### src/lpm_pkg.sv
// constants and types for the low-power mode controller
package lpm_pkg;
    localparam int unsigned FAST_CLK_MHZ = 10;
    localparam int unsigned RECOVERY_LONG_CYCLES = 4096;
    localparam int unsigned RECOVERY_SHORT_CYCLES = 32;
    localparam int unsigned RECOVERY_W = 12;
    localparam logic [RECOVERY_W-1:0] RECOVERY_LONG_LOAD = 12'hfff;
    localparam logic [RECOVERY_W-1:0] RECOVERY_SHORT_LOAD = 12'h01f;
    localparam logic [RECOVERY_W-1:0] RECOVERY_ZERO = 12'h000;
    localparam logic [RECOVERY_W-1:0] RECOVERY_STEP = 12'h001;
    localparam int unsigned WDOG_PRESCALE_W = 8;
    localparam logic [WDOG_PRESCALE_W-1:0] WDOG_PRESCALE_RESET = 8'h00;
    localparam logic [WDOG_PRESCALE_W-1:0] WDOG_PRESCALE_STEP = 8'h01;
    typedef enum logic [1:0] {
        MODE_RUN,
        MODE_WAIT,
        MODE_STOP,
        MODE_RECOVER
    } lpm_mode_t;
endpackage : lpm_pkg

### src/low_power_mode_control.sv
// low-power wait/stop mode controller with peripheral gating
// Summary of operation
// wait stops the processor clock, bus clock keeps running
// stop halts both processor clock and bus clock
// wait entry clears interrupt mask; reset exit sets it, interrupt exit keeps clear
// stop entry clears interrupt mask; reset exit sets it, external interrupt keeps clear
// processor clock held after stop until stabilisation delay elapses
// converter runs in wait; enabled converter interrupt wakes from wait
// stop makes converter inactive and aborts conversion; resumes after wake
// enabled break stays active in wait and flags break-in-wait
// stop makes break inactive, break registers unchanged
// watchdog counts in wait, resets on timeout when enabled
// stop removes watchdog input clock and clears watchdog prescaler
// stop instruction acts only when stop-enable bit is set
// external interrupt active in wait/stop, unmasked request wakes
// keyboard interrupt active in wait/stop, unmasked request wakes
// fine pwm runs in wait, registers blocked, enabled interrupt wakes
// stop drives both pwm outputs low and clears pwm enable
// other pwm state kept by stop; pwm stays off until software enables
// pwm shutdown input keeps detecting during stop
// enabled voltage monitor active in both modes; its reset ends them (here active and resetting in stop only when i_volt_mon_stop_enable is set)
// recovery counter holds clocks 4096 cycles, or 32 when short set
// enabled shutdown low level forces pwm outputs low, clears enable
// reset or enabled wake request returns to run with processor clock
`timescale 1ns/10ps
module low_power_mode_control
    import lpm_pkg::*;
(
    input wire logic i_ref_clk,
    input wire logic i_rst_n,
    input wire logic i_ce,
    input wire logic i_wait_exec,
    input wire logic i_stop_exec,
    input wire logic i_stop_enable,
    input wire logic i_short_recovery_select,
    input wire logic i_converter_irq,
    input wire logic i_converter_irq_en,
    input wire logic i_break_enable,
    input wire logic i_break_event,
    input wire logic i_break_flag_clear,
    input wire logic i_watchdog_enable,
    input wire logic i_watchdog_timeout,
    input wire logic i_ext_irq,
    input wire logic i_ext_irq_mask,
    input wire logic i_keypad_irq,
    input wire logic i_keypad_irq_mask,
    input wire logic i_fine_pwm_irq,
    input wire logic i_fine_pwm_irq_en,
    input wire logic i_fine_pwm_enable_set,
    input wire logic i_fine_pwm_enable_clear,
    input wire logic i_fine_pwm_top_gen,
    input wire logic i_fine_pwm_low_side_gen,
    input wire logic i_fine_pwm_shutdown_en,
    input wire logic i_fine_pwm_shutdown_in,
    input wire logic i_volt_mon_enable,
    input wire logic i_volt_mon_stop_enable,
    input wire logic i_volt_mon_reset_en,
    input wire logic i_volt_mon_low,
    output logic o_cpu_clk_en,
    output logic o_bus_clk_en,
    output logic o_irq_mask,
    output logic o_system_reset,
    output logic o_converter_active,
    output logic o_converter_abort,
    output logic o_break_active,
    output logic o_break_in_wait_flag,
    output logic o_watchdog_input_clock_en,
    output logic o_fine_pwm_enable,
    output logic o_fine_pwm_top_out,
    output logic o_fine_pwm_low_side_out,
    output logic o_fine_pwm_reg_access,
    output logic o_volt_mon_active,
    output logic [WDOG_PRESCALE_W-1:0] o_watchdog_prescaler,
    output lpm_mode_t o_mode
);
    lpm_mode_t mode;
    lpm_mode_t next_mode;
    logic wake_wait;
    logic wake_stop;
    logic reset_req;
    logic stop_go;
    logic recovery_load;
    logic recovery_busy;
    logic shutdown_hit;
    logic fine_pwm_enable;
    logic [WDOG_PRESCALE_W-1:0] wdog_prescale;

    always_comb begin
        stop_go = i_stop_exec && i_stop_enable;
        reset_req = (i_watchdog_enable && i_watchdog_timeout && mode != MODE_STOP)
                  || (i_volt_mon_enable && i_volt_mon_reset_en && i_volt_mon_low
                      && (mode != MODE_STOP || i_volt_mon_stop_enable));
        wake_stop = (i_ext_irq && !i_ext_irq_mask)
                  || (i_keypad_irq && !i_keypad_irq_mask);
        wake_wait = wake_stop
                  || (i_converter_irq && i_converter_irq_en)
                  || (i_fine_pwm_irq && i_fine_pwm_irq_en)
                  || (i_break_enable && i_break_event);
        shutdown_hit = i_fine_pwm_shutdown_en && !i_fine_pwm_shutdown_in;
        recovery_load = (mode == MODE_STOP) && wake_stop && !reset_req;
    end

    always_comb begin
        next_mode = mode;
        case (mode)
            MODE_RUN: begin
                if (stop_go) begin
                    next_mode = MODE_STOP;
                end else if (i_wait_exec) begin
                    next_mode = MODE_WAIT;
                end
            end
            MODE_WAIT: begin
                if (reset_req || wake_wait) begin
                    next_mode = MODE_RUN;
                end
            end
            MODE_STOP: begin
                if (reset_req) begin
                    next_mode = MODE_RUN;
                end else if (wake_stop) begin
                    next_mode = MODE_RECOVER;
                end
            end
            MODE_RECOVER: begin
                if (!recovery_busy) begin
                    next_mode = MODE_RUN;
                end
            end
            default: begin
                next_mode = MODE_RUN;
            end
        endcase
    end

    stop_recovery_counter u_recovery (
        .i_ref_clk(i_ref_clk),
        .i_rst_n(i_rst_n),
        .i_ce(i_ce),
        .i_load(recovery_load),
        .i_short_recovery_select(i_short_recovery_select),
        .o_busy(recovery_busy)
    );

    always_ff @(posedge i_ref_clk or negedge i_rst_n) begin
        if (!i_rst_n) begin
            mode <= MODE_RUN;
        end else if (i_ce) begin
            mode <= next_mode;
        end
    end

    // interrupt mask: set by reset, cleared on entry
    always_ff @(posedge i_ref_clk or negedge i_rst_n) begin
        if (!i_rst_n) begin
            o_irq_mask <= 1'b1;
        end else if (i_ce) begin
            if (reset_req && (mode == MODE_WAIT || mode == MODE_STOP)) begin
                o_irq_mask <= 1'b1;
            end else if (mode == MODE_RUN && (stop_go || i_wait_exec)) begin
                o_irq_mask <= 1'b0;
            end
        end
    end

    always_ff @(posedge i_ref_clk or negedge i_rst_n) begin
        if (!i_rst_n) begin
            o_system_reset <= 1'b0;
        end else if (i_ce) begin
            o_system_reset <= reset_req;
        end
    end

    // clock gating follows the next mode
    always_ff @(posedge i_ref_clk or negedge i_rst_n) begin
        if (!i_rst_n) begin
            o_cpu_clk_en <= 1'b1;
            o_bus_clk_en <= 1'b1;
        end else if (i_ce) begin
            o_cpu_clk_en <= (next_mode == MODE_RUN);
            o_bus_clk_en <= (next_mode == MODE_RUN) || (next_mode == MODE_WAIT);
        end
    end

    always_ff @(posedge i_ref_clk or negedge i_rst_n) begin
        if (!i_rst_n) begin
            o_converter_active <= 1'b1;
            o_converter_abort <= 1'b0;
        end else if (i_ce) begin
            o_converter_active <= (next_mode == MODE_RUN) || (next_mode == MODE_WAIT);
            o_converter_abort <= (mode == MODE_RUN) && (next_mode == MODE_STOP);
        end
    end

    // break flag: set wins over clear, registers untouched in stop
    always_ff @(posedge i_ref_clk or negedge i_rst_n) begin
        if (!i_rst_n) begin
            o_break_active <= 1'b0;
            o_break_in_wait_flag <= 1'b0;
        end else if (i_ce) begin
            o_break_active <= i_break_enable && (next_mode != MODE_STOP);
            if (i_break_enable && i_break_event && mode == MODE_WAIT) begin
                o_break_in_wait_flag <= 1'b1;
            end else if (i_break_flag_clear) begin
                o_break_in_wait_flag <= 1'b0;
            end
        end
    end

    always_ff @(posedge i_ref_clk or negedge i_rst_n) begin
        if (!i_rst_n) begin
            wdog_prescale <= WDOG_PRESCALE_RESET;
            o_watchdog_input_clock_en <= 1'b1;
        end else if (i_ce) begin
            o_watchdog_input_clock_en <= (next_mode != MODE_STOP);
            if (mode == MODE_STOP) begin
                wdog_prescale <= WDOG_PRESCALE_RESET;
            end else begin
                wdog_prescale <= wdog_prescale + WDOG_PRESCALE_STEP;
            end
        end
    end

    always_ff @(posedge i_ref_clk or negedge i_rst_n) begin
        if (!i_rst_n) begin
            o_watchdog_prescaler <= WDOG_PRESCALE_RESET;
        end else if (i_ce) begin
            o_watchdog_prescaler <= wdog_prescale;
        end
    end

    // pwm enable: stop and shutdown clear win over software set
    always_ff @(posedge i_ref_clk or negedge i_rst_n) begin
        if (!i_rst_n) begin
            fine_pwm_enable <= 1'b0;
        end else if (i_ce) begin
            if ((mode == MODE_RUN && stop_go) || shutdown_hit) begin
                fine_pwm_enable <= 1'b0;
            end else if (i_fine_pwm_enable_clear && mode == MODE_RUN) begin
                fine_pwm_enable <= 1'b0;
            end else if (i_fine_pwm_enable_set && mode == MODE_RUN) begin
                fine_pwm_enable <= 1'b1;
            end
        end
    end

    always_ff @(posedge i_ref_clk or negedge i_rst_n) begin
        if (!i_rst_n) begin
            o_fine_pwm_enable <= 1'b0;
            o_fine_pwm_top_out <= 1'b0;
            o_fine_pwm_low_side_out <= 1'b0;
            o_fine_pwm_reg_access <= 1'b1;
        end else if (i_ce) begin
            o_fine_pwm_enable <= fine_pwm_enable;
            o_fine_pwm_top_out <= fine_pwm_enable && !shutdown_hit
                                  && mode != MODE_STOP && i_fine_pwm_top_gen;
            o_fine_pwm_low_side_out <= fine_pwm_enable && !shutdown_hit
                                  && mode != MODE_STOP && i_fine_pwm_low_side_gen;
            o_fine_pwm_reg_access <= (next_mode == MODE_RUN);
        end
    end

    always_ff @(posedge i_ref_clk or negedge i_rst_n) begin
        if (!i_rst_n) begin
            o_volt_mon_active <= 1'b0;
            o_mode <= MODE_RUN;
        end else if (i_ce) begin
            o_volt_mon_active <= i_volt_mon_enable
                && (next_mode != MODE_STOP || i_volt_mon_stop_enable);
            o_mode <= next_mode;
        end
    end
endmodule : low_power_mode_control

### src/stop_recovery_counter.sv
// 12-bit stop recovery counter holding the clocks after stop exit
`timescale 1ns/10ps
module stop_recovery_counter
    import lpm_pkg::*;
(
    input wire logic i_ref_clk,
    input wire logic i_rst_n,
    input wire logic i_ce,
    input wire logic i_load,
    input wire logic i_short_recovery_select,
    output logic o_busy
);
    logic [RECOVERY_W-1:0] count;

    always_ff @(posedge i_ref_clk or negedge i_rst_n) begin
        if (!i_rst_n) begin
            count <= RECOVERY_ZERO;
        end else if (i_ce) begin
            if (i_load) begin
                count <= i_short_recovery_select ? RECOVERY_SHORT_LOAD
                                                 : RECOVERY_LONG_LOAD;
            end else if (count != RECOVERY_ZERO) begin
                count <= count - RECOVERY_STEP;
            end
        end
    end

    always_comb begin
        o_busy = (count != RECOVERY_ZERO);
    end
endmodule : stop_recovery_counter

### config.mk
export PLATFORM = sky130hd
export DESIGN_NAME = low_power_mode_control
export DESIGN_NICKNAME = d
export VERILOG_FILES = /design/src/lpm_pkg.sv /design/src/low_power_mode_control.sv /design/src/stop_recovery_counter.sv
export SDC_FILE = /design/constraint.sdc
export NUM_CORES = 1
export LEC_CHECK = 0
export ABC_AREA = 1
export BUFFER_PORTS_ARGS = -buffer_cell sky130_fd_sc_hd__buf_2
export CAP_MARGIN = 20
export CORE_ASPECT_RATIO = 0.8
export CORE_UTILIZATION = 58
export CTS_CLUSTER_SIZE = 40
export DETAILED_ROUTE_END_ITERATION = 16
export PLACE_DENSITY = 0.82
export SLEW_MARGIN = 0
export SYNTH_ARGS = -nofsm -noshare
export SYNTH_HDL_FRONTEND = slang
export SYNTH_SLANG_ARGS = --single-unit
### constraint.sdc
create_clock -name i_ref_clk -period 5.5 [get_ports i_ref_clk]
set_clock_uncertainty 0.15 [all_clocks]
set_input_delay 1.1 -clock i_ref_clk [delete_from_list [all_inputs] [get_ports i_ref_clk]]
set_output_delay 1.1 -clock i_ref_clk [all_outputs]
set_load 0.1 [all_outputs]
==> out/results.ini, run 1 <==
[floorplanning]
initial_utilization = 0.609
row_count = 20
coreArea_sq_mm = 0.00380
die_w_microns = 72.7
dieHeight_microns = 58.5
die-area_sq_mm = 0.00425
ioPinCount = 54

[routing]
dr_total_vias = 2104
drtAntennaViolNets = 0
vias_per_cell = 5.18
drt_iter0_drc = 178
post_drt_wl_per_cell_microns = 12.3
wl_met1_mm = 2.33
highest_layer = met4
drc = 0
firstDrtPassIters = 5
drt-total-wl_mm = 4.99
dr_wl_met2_mm = 2.27
dr_wl_met3_microns = 322

[global_route]
grt-ovfl-total = 0
grt_pass1_vias = 1996
grt_pass1_wl_mm = 8.50
grt_max_degree = 44
grt_usage = 0.267
antenna_found_initial = 0

[synth]
synth.distinct_cells = 33
synthMuxAreaShare = 0
ys_seq_elements = 43
synth_xor_area_frac = 0.0151
synth_top_family_by_area = simple AND/OR/NAND/NOR gates
synth_common_cells = nand2_1, inv_1, dfrtp_1, nor2_1
syn_area_per_cell_sq_um = 7.78
ys_async_sr_fraction = 1.00
synth-main-ff-cell = dfrtp_1
syn_inst = 298
synth-simple-area-share = 0.279
syn_area_sq_mm = 0.00232
syn-num-nets = 334
seq_area_frac_synth = 0.467
ys.warnings.count = 0
yosysMostFrequentCell = nand2_1
synth_top_area_share = 0.421
synth_top_cell_by_area = dfrtp_1
synth-compound-area-share = 0.117
synthTopCellsByArea = dfrtp_1, nand2_1, inv_1
synth_edf_count = 0
synthAdderAreaFrac = 0.0324

[timing]
fin_crit_sh = 0.498
final_max_slew_viol_count = 0
worstMarginPinSlew_ns = 0.943
setup_violations = 0
max_freq_mhz = 365
rsz0062_at_grt = false
finalSetupTns_ns = 0
slew_headroom = 0.371
hold_viol = 0
whs_ns = 0.319
period_needed_ns = 2.74

[cts]
postCtsHoldBufs = 0
cts_root_buf = clkbuf_8
postCtsSetupRepairBufs = 0
h-tree-depth = 2
clockBufferDepth = 2
clk_latency_ns = 0.31
cts.sinks = 43
numCtsBuffers = 5
cts_tree = done
clkTransAtPathRegs_ns = 0.08
cts_resized = 0

[min_path]
hold_class = flip-flop to flip-flop

[final_layout]
insertedDiodeCount = 0
nets = 387
synthToLayoutAreaGrowth_pct = 16.7
num-fill-cells = 326
layout-drive-gt1-share = 0.222

[setup_path]
cp.required_ns = 5.58
crit_family = buffers and inverters
path_buf_inv = 2
arrival_ns = 2.82
cp-start-kind = input pin
worst_path_max_delay_cell = nor2_1
crit_chain = buf_2 -> inv_1 -> nor2_1 -> nand3_1 -> o21ai_0
path_class = input pin to flip-flop
crit_fanout = 31
worstSetupEndpointType = flip-flop
critPathMaxStageDelay_ns = 0.51

[place]
dp_hpwl_mm = 3.64
place.gp.congestion = 0.852
io_buffers = 53

[pwr]
p_leak_nw = 1.45
power_density_mw_per_mm2 = 574
ir_worst_vdd_uv = 469

[run]
max_cap_viol_count = 0

[status]
status = complete, no violations

## state kept, by name, summed over array words and instances, names as in the netlist, 2 cells and up
name / cells
o_mode: 2
o_watchdog_prescaler: 8
u_recovery.count: 12
wdog_prescale: 8
## final timing paths
kind                                    startpoint                      end  slack [ns]  depth (start not counted)
setup reg to reg                         o_mode[0]     u_recovery.count[10]        3.27                         13
hold reg to reg            o_watchdog_prescaler[0]  o_watchdog_prescaler[0]        0.32                          2
setup / recovery                              i_ce  o_fine_pwm_low_side_out        2.76                          5
hold / removal             o_watchdog_prescaler[0]  o_watchdog_prescaler[0]        0.32                          2
max in group asynchronous                  i_rst_n           o_break_active        3.83                          1
min in group asynchronous                  i_rst_n  o_watchdog_prescaler[6]        0.78                          1
## worst min-delay path, cell delays in order (launching register included)
cell and delay, ns:
dfrtp_1 0.35, nand2_1 0.05, nand2_1 0.04
## cell families (layout without fill, tap and decap cells)
group | count (synthesis) | after routing
xor+xnor | 4 | 4
simple gates | 143 | 143
fa+ha+maj | 6 | 6
buf+inv | 52 | 105
compound gates | 50 | 50
flops | 43 | 43
## stage by stage
step                      instance area, sq um  setup slack (ns)  utilization  instances  power (W)
after CTS                                 2700              2.78        0.711        406    0.00155
after detailed placement                  2620              2.45        0.688        399    0.00135
after floorplan                           2320              2.88            -        298    0.00121
after global placement                    2620              2.56        0.688        399    0.00133
final                                     2700              2.76        0.711        406    0.00155
after global routing                      2700              2.56        0.711        406    0.00165
## layout by cell type, fill, tap and decap left out, types with 3 or more instances in the layout
master,count
nor2_1,24
nor2_2,3
nor3_1,4
dfstp_2,4
buf_2,53
a31oi_1,3
o21ai_0,22
nand2_4,3
inv_1,41
o21ai_1,3
nand2_1,77
clkbuf_8,6
ha_1,6
nand4_1,5
dfrtp_1,39
xor2_1,3
nand3_1,22
a21oi_1,15
## layer usage
metal  GRT usage  vias up
met5           0        -
met4       0.146        0
met3      0.0651        8
met2       0.406       60
met1       0.357      976
li1            -     1060
## report_power, final
group | internal [W] | switching [W] | total [W]
clock network | 0.0000985 | 0.000109 | 0.000207
logic | 0.000174 | 0.000661 | 0.000834
registers | 0.000430 | 0.0000799 | 0.000510
## layout make-up
cell class / instances / area, sq um / area share
multi-input combinational: 203 / 1030 / 0.380
clock inverter: 1 / 5.00 / 0.00185
tap: 55 / 68.8 / 0.0255
sequential: 43 / 1080 / 0.400
inverter: 45 / 173 / 0.0639
timing repair buffer: 53 / 265 / 0.0981
clock buffer: 6 / 82.6 / 0.0305
No activity file was read; power rests on OpenSTA's default activity.
==> inputs of run 2 (changes only) <==
--- a/config.mk
+++ b/config.mk
@@ -5,14 +5,14 @@
 export SDC_FILE = /design/constraint.sdc
 export NUM_CORES = 1
 export LEC_CHECK = 0
-export ABC_AREA = 1
+export ABC_AREA = 0
 export BUFFER_PORTS_ARGS = -buffer_cell sky130_fd_sc_hd__buf_2
 export CAP_MARGIN = 20
 export CORE_ASPECT_RATIO = 0.8
-export CORE_UTILIZATION = 58
+export CORE_UTILIZATION = 54
 export CTS_CLUSTER_SIZE = 40
 export DETAILED_ROUTE_END_ITERATION = 16
-export PLACE_DENSITY = 0.82
+export PLACE_DENSITY = 0.77
 export SLEW_MARGIN = 0
 export SYNTH_ARGS = -nofsm -noshare
 export SYNTH_HDL_FRONTEND = slang
==> constraint.sdc (replaced) <==
create_clock -name i_ref_clk -period 2.68 [get_ports i_ref_clk]
set_clock_uncertainty 0.15 [all_clocks]
set_input_delay 0.536 -clock i_ref_clk [delete_from_list [all_inputs] [get_ports i_ref_clk]]
set_output_delay 0.536 -clock i_ref_clk [all_outputs]
set_load 0.1 [all_outputs]
==> out/results.ini, run 2 <==
[routing]
drc = 0  ; unchanged
firstDrtPassIters = 4  ; was 5
vias_per_cell = 5.57  ; was 5.18
drt-total-wl_mm = 5.11  ; was 4.99 mm
drt_iter0_drc = 109  ; was 178
post_drt_wl_per_cell_microns = 14.6  ; was 12.3 microns
drtAntennaViolNets = 0  ; unchanged
dr_total_vias = 1956  ; was 2,104

[place]
io_buffers = 53  ; unchanged
place.gp.congestion = 0.880  ; was 0.852
dp_slack_ns = 0.0782  ; was 2.45 ns
dp_hpwl_mm = 3.64  ; about the same

[timing]
hold_viol = 0  ; unchanged
timing.final.ws_setup_ns = 0.101  ; was 2.76 ns
worstMarginPinSlew_ns = 0.502  ; was 0.943 ns
finalSetupTns_ns = 0  ; unchanged
fin_crit_sh = 0.962
max_freq_mhz = 388
slew_headroom = 0.667  ; was 0.371
setup_violations = 0  ; unchanged
rsz0062_at_grt = false  ; unchanged
final_max_slew_viol_count = 0  ; unchanged
period_needed_ns = 2.58

[floorplanning]
dieHeight_microns = 60.8  ; was 58.5 microns
die_w_microns = 75.5  ; was 72.7 microns
die-area_sq_mm = 0.00459  ; was 0.00425 sq mm
ioPinCount = 54  ; unchanged
initial_utilization = 0.590  ; was 0.609
coreArea_sq_mm = 0.00395  ; was 0.00380 sq mm
row_count = 20  ; unchanged

[cts]
cts_tree = done  ; unchanged
clk_latency_ns = 0.30  ; was 0.31 ns
cts.sinks = 43  ; unchanged
clkTransAtPathRegs_ns = 0.08  ; about the same
cts_root_buf = clkbuf_8  ; unchanged
h-tree-depth = 2  ; unchanged
clockBufferDepth = 2  ; unchanged
numCtsBuffers = 5  ; unchanged

[final_layout]
nets = 331  ; was 387
layout_common_cells = buf_2, dfrtp_1, nand2_1  ; was nand2_1, buf_2, inv_1
num-fill-cells = 301  ; was 326
insertedDiodeCount = 0  ; unchanged
regArea_sq_mm = 0.00108  ; about the same
multi_input_area_sq_mm = 0.00116  ; was 0.00103 sq mm
reg_top3 = u_recovery.count x12, o_watchdog_prescaler x8, wdog_prescale x8  ; unchanged
final_common_cell = buf_2  ; was nand2_1
layout-drive-gt1-share = 0.345  ; was 0.222
largest_reg_flops = 12  ; unchanged
synthToLayoutAreaGrowth_pct = 22.8  ; was 16.7%
regMostFlops = u_recovery.count  ; unchanged

[min_path]
whs_path_depth = 3  ; was 2
hold_class = input pin to flip-flop  ; was flip-flop to flip-flop

[synth]
synth.distinct_cells = 51  ; was 33
syn_area_sq_mm = 0.00233  ; was 0.00232 sq mm
seq_area_frac_synth = 0.464  ; was 0.467
ys_seq_elements = 43  ; unchanged
syn_inst = 237  ; was 298
ys.warnings.count = 0  ; unchanged
synthTopCellsByArea = dfrtp_1, mux2_2, dfstp_2  ; was dfrtp_1, nand2_1, inv_1
yosysMostFrequentCell = dfrtp_1  ; was nand2_1
synth-main-ff-cell = dfrtp_1  ; unchanged
synth_top_area_share = 0.419  ; was 0.421
synth_edf_count = 0  ; unchanged
synth_top_cell_by_area = dfrtp_1  ; unchanged
syn_area_per_cell_sq_um = 9.84  ; was 7.78 sq um
syn-num-nets = 273  ; was 334
synth_common_cells = dfrtp_1, nand2_1, inv_1, nor2_1, mux2_2  ; was nand2_1, inv_1, dfrtp_1, nor2_1
ys_async_sr_fraction = 1.00  ; unchanged

[status]
status = complete, no violations  ; unchanged

[global_route]
grt_pass1_wl_mm = 8.05  ; was 8.50 mm
grt_pass1_vias = 1735  ; was 1,996
grt-ovfl-total = 0  ; unchanged
grt_usage = 0.239  ; was 0.267
grt_max_degree = 46  ; was 44
antenna_found_initial = 0  ; unchanged

[setup_path]
rr_worst_depth = 7  ; was 13
crit_fanout = 7  ; was 31
arrival_ns = 2.62  ; was 2.82 ns
path_class = flip-flop to flip-flop  ; was input pin to flip-flop
cp-start-kind = flip-flop  ; was input pin
worstSetupEndpointType = flip-flop  ; unchanged
cp.required_ns = 2.72  ; was 5.58 ns

[run]
max_cap_viol_count = 0  ; unchanged

[run 2: changes by cell type in the layout (fill, tap and decap cells not counted), moves of 9 or more]
cell / change
nand2_1: -57
inv_1: -24
o21ai_0: -15
mux2_2: +13
nand3_1: -13
buf_4: +10
nor2_1: -9
[run 2: worst paths after layout]
path	endpoint	slack [ns]	start
worst max register to register	o_converter_abort	0.10	u_recovery.count[7]
max in group asynchronous	o_irq_mask	1.16	i_rst_n
worst max-delay path	o_converter_abort	0.10	u_recovery.count[7]
min in group asynchronous	wdog_prescale[6]	0.50	i_rst_n
worst min-delay path	o_fine_pwm_top_out	0.29	i_fine_pwm_top_gen
worst min register to register	o_fine_pwm_reg_access	0.32	o_fine_pwm_reg_access
[run 2: worst max-delay path, cell delays in order, from the launching register on]
cell and delay (ns):
dfrtp_2 0.45, or4_4 0.58, o41ai_4 0.40, o41ai_4 0.16, buf_4 0.17, o21ai_2 0.25
nor2b_4 0.08, a31o_1 0.22
[run 2: timing repair]
item	4_1_cts	5_1_grt
hold buffers	1	0
resized for setup	0	5
setup buffers	0	1
endpoints found under the hold margin	15	0
endpoints found under the setup margin	0	5
[run 2: kinds of logic (layout without fill, tap and decap cells)]
logic type	Yosys count	after routing	share of synthesized area
DFF	43	43	0.464
xor gates and xnor gates	1	1	0.00376
adders and majority gates	6	6	0.0322
muxes	19	19	0.0886
and+or+nand+nor	77	77	0.169
buffers and inverters	31	90	0.0547
AOI/OAI and AO/OA	60	60	0.188
[run 2: final cells by class]
cell class	count	share of cell area
sequential	43	0.379
tap	55	0.0240
multi-input combinational	163	0.406
clock buffer	5	0.0240
inverter	17	0.0223
timing repair buffer	65	0.129
clock inverter	3	0.0153
[run 2: layer usage]
metal	GRT usage	vias up	part of all wire
met1	0.346	905	0.48
met3	0.0449	7	0.057
met5	0	-	0
met4	0.0714	0	0.012
li1	-	967	-
met2	0.367	77	0.45
[run 2: metrics by stage]
stage,cells,cell area (sq um),util,hold WS [ns]
6_report,351,2860,0.724,0.294
5_1_grt,351,2860,0.724,0.311
4_1_cts,350,2820,0.714,0.292
3_5_place_dp,341,2700,0.683,0.308
3_3_place_gp,341,2700,0.683,0.306
2_1_floorplan,237,2340,-,0.0904
Power of run 2 is left out: the tool's default activity adds up to more than one toggle a clock period on the data nets, which glitch-free logic cannot reach.
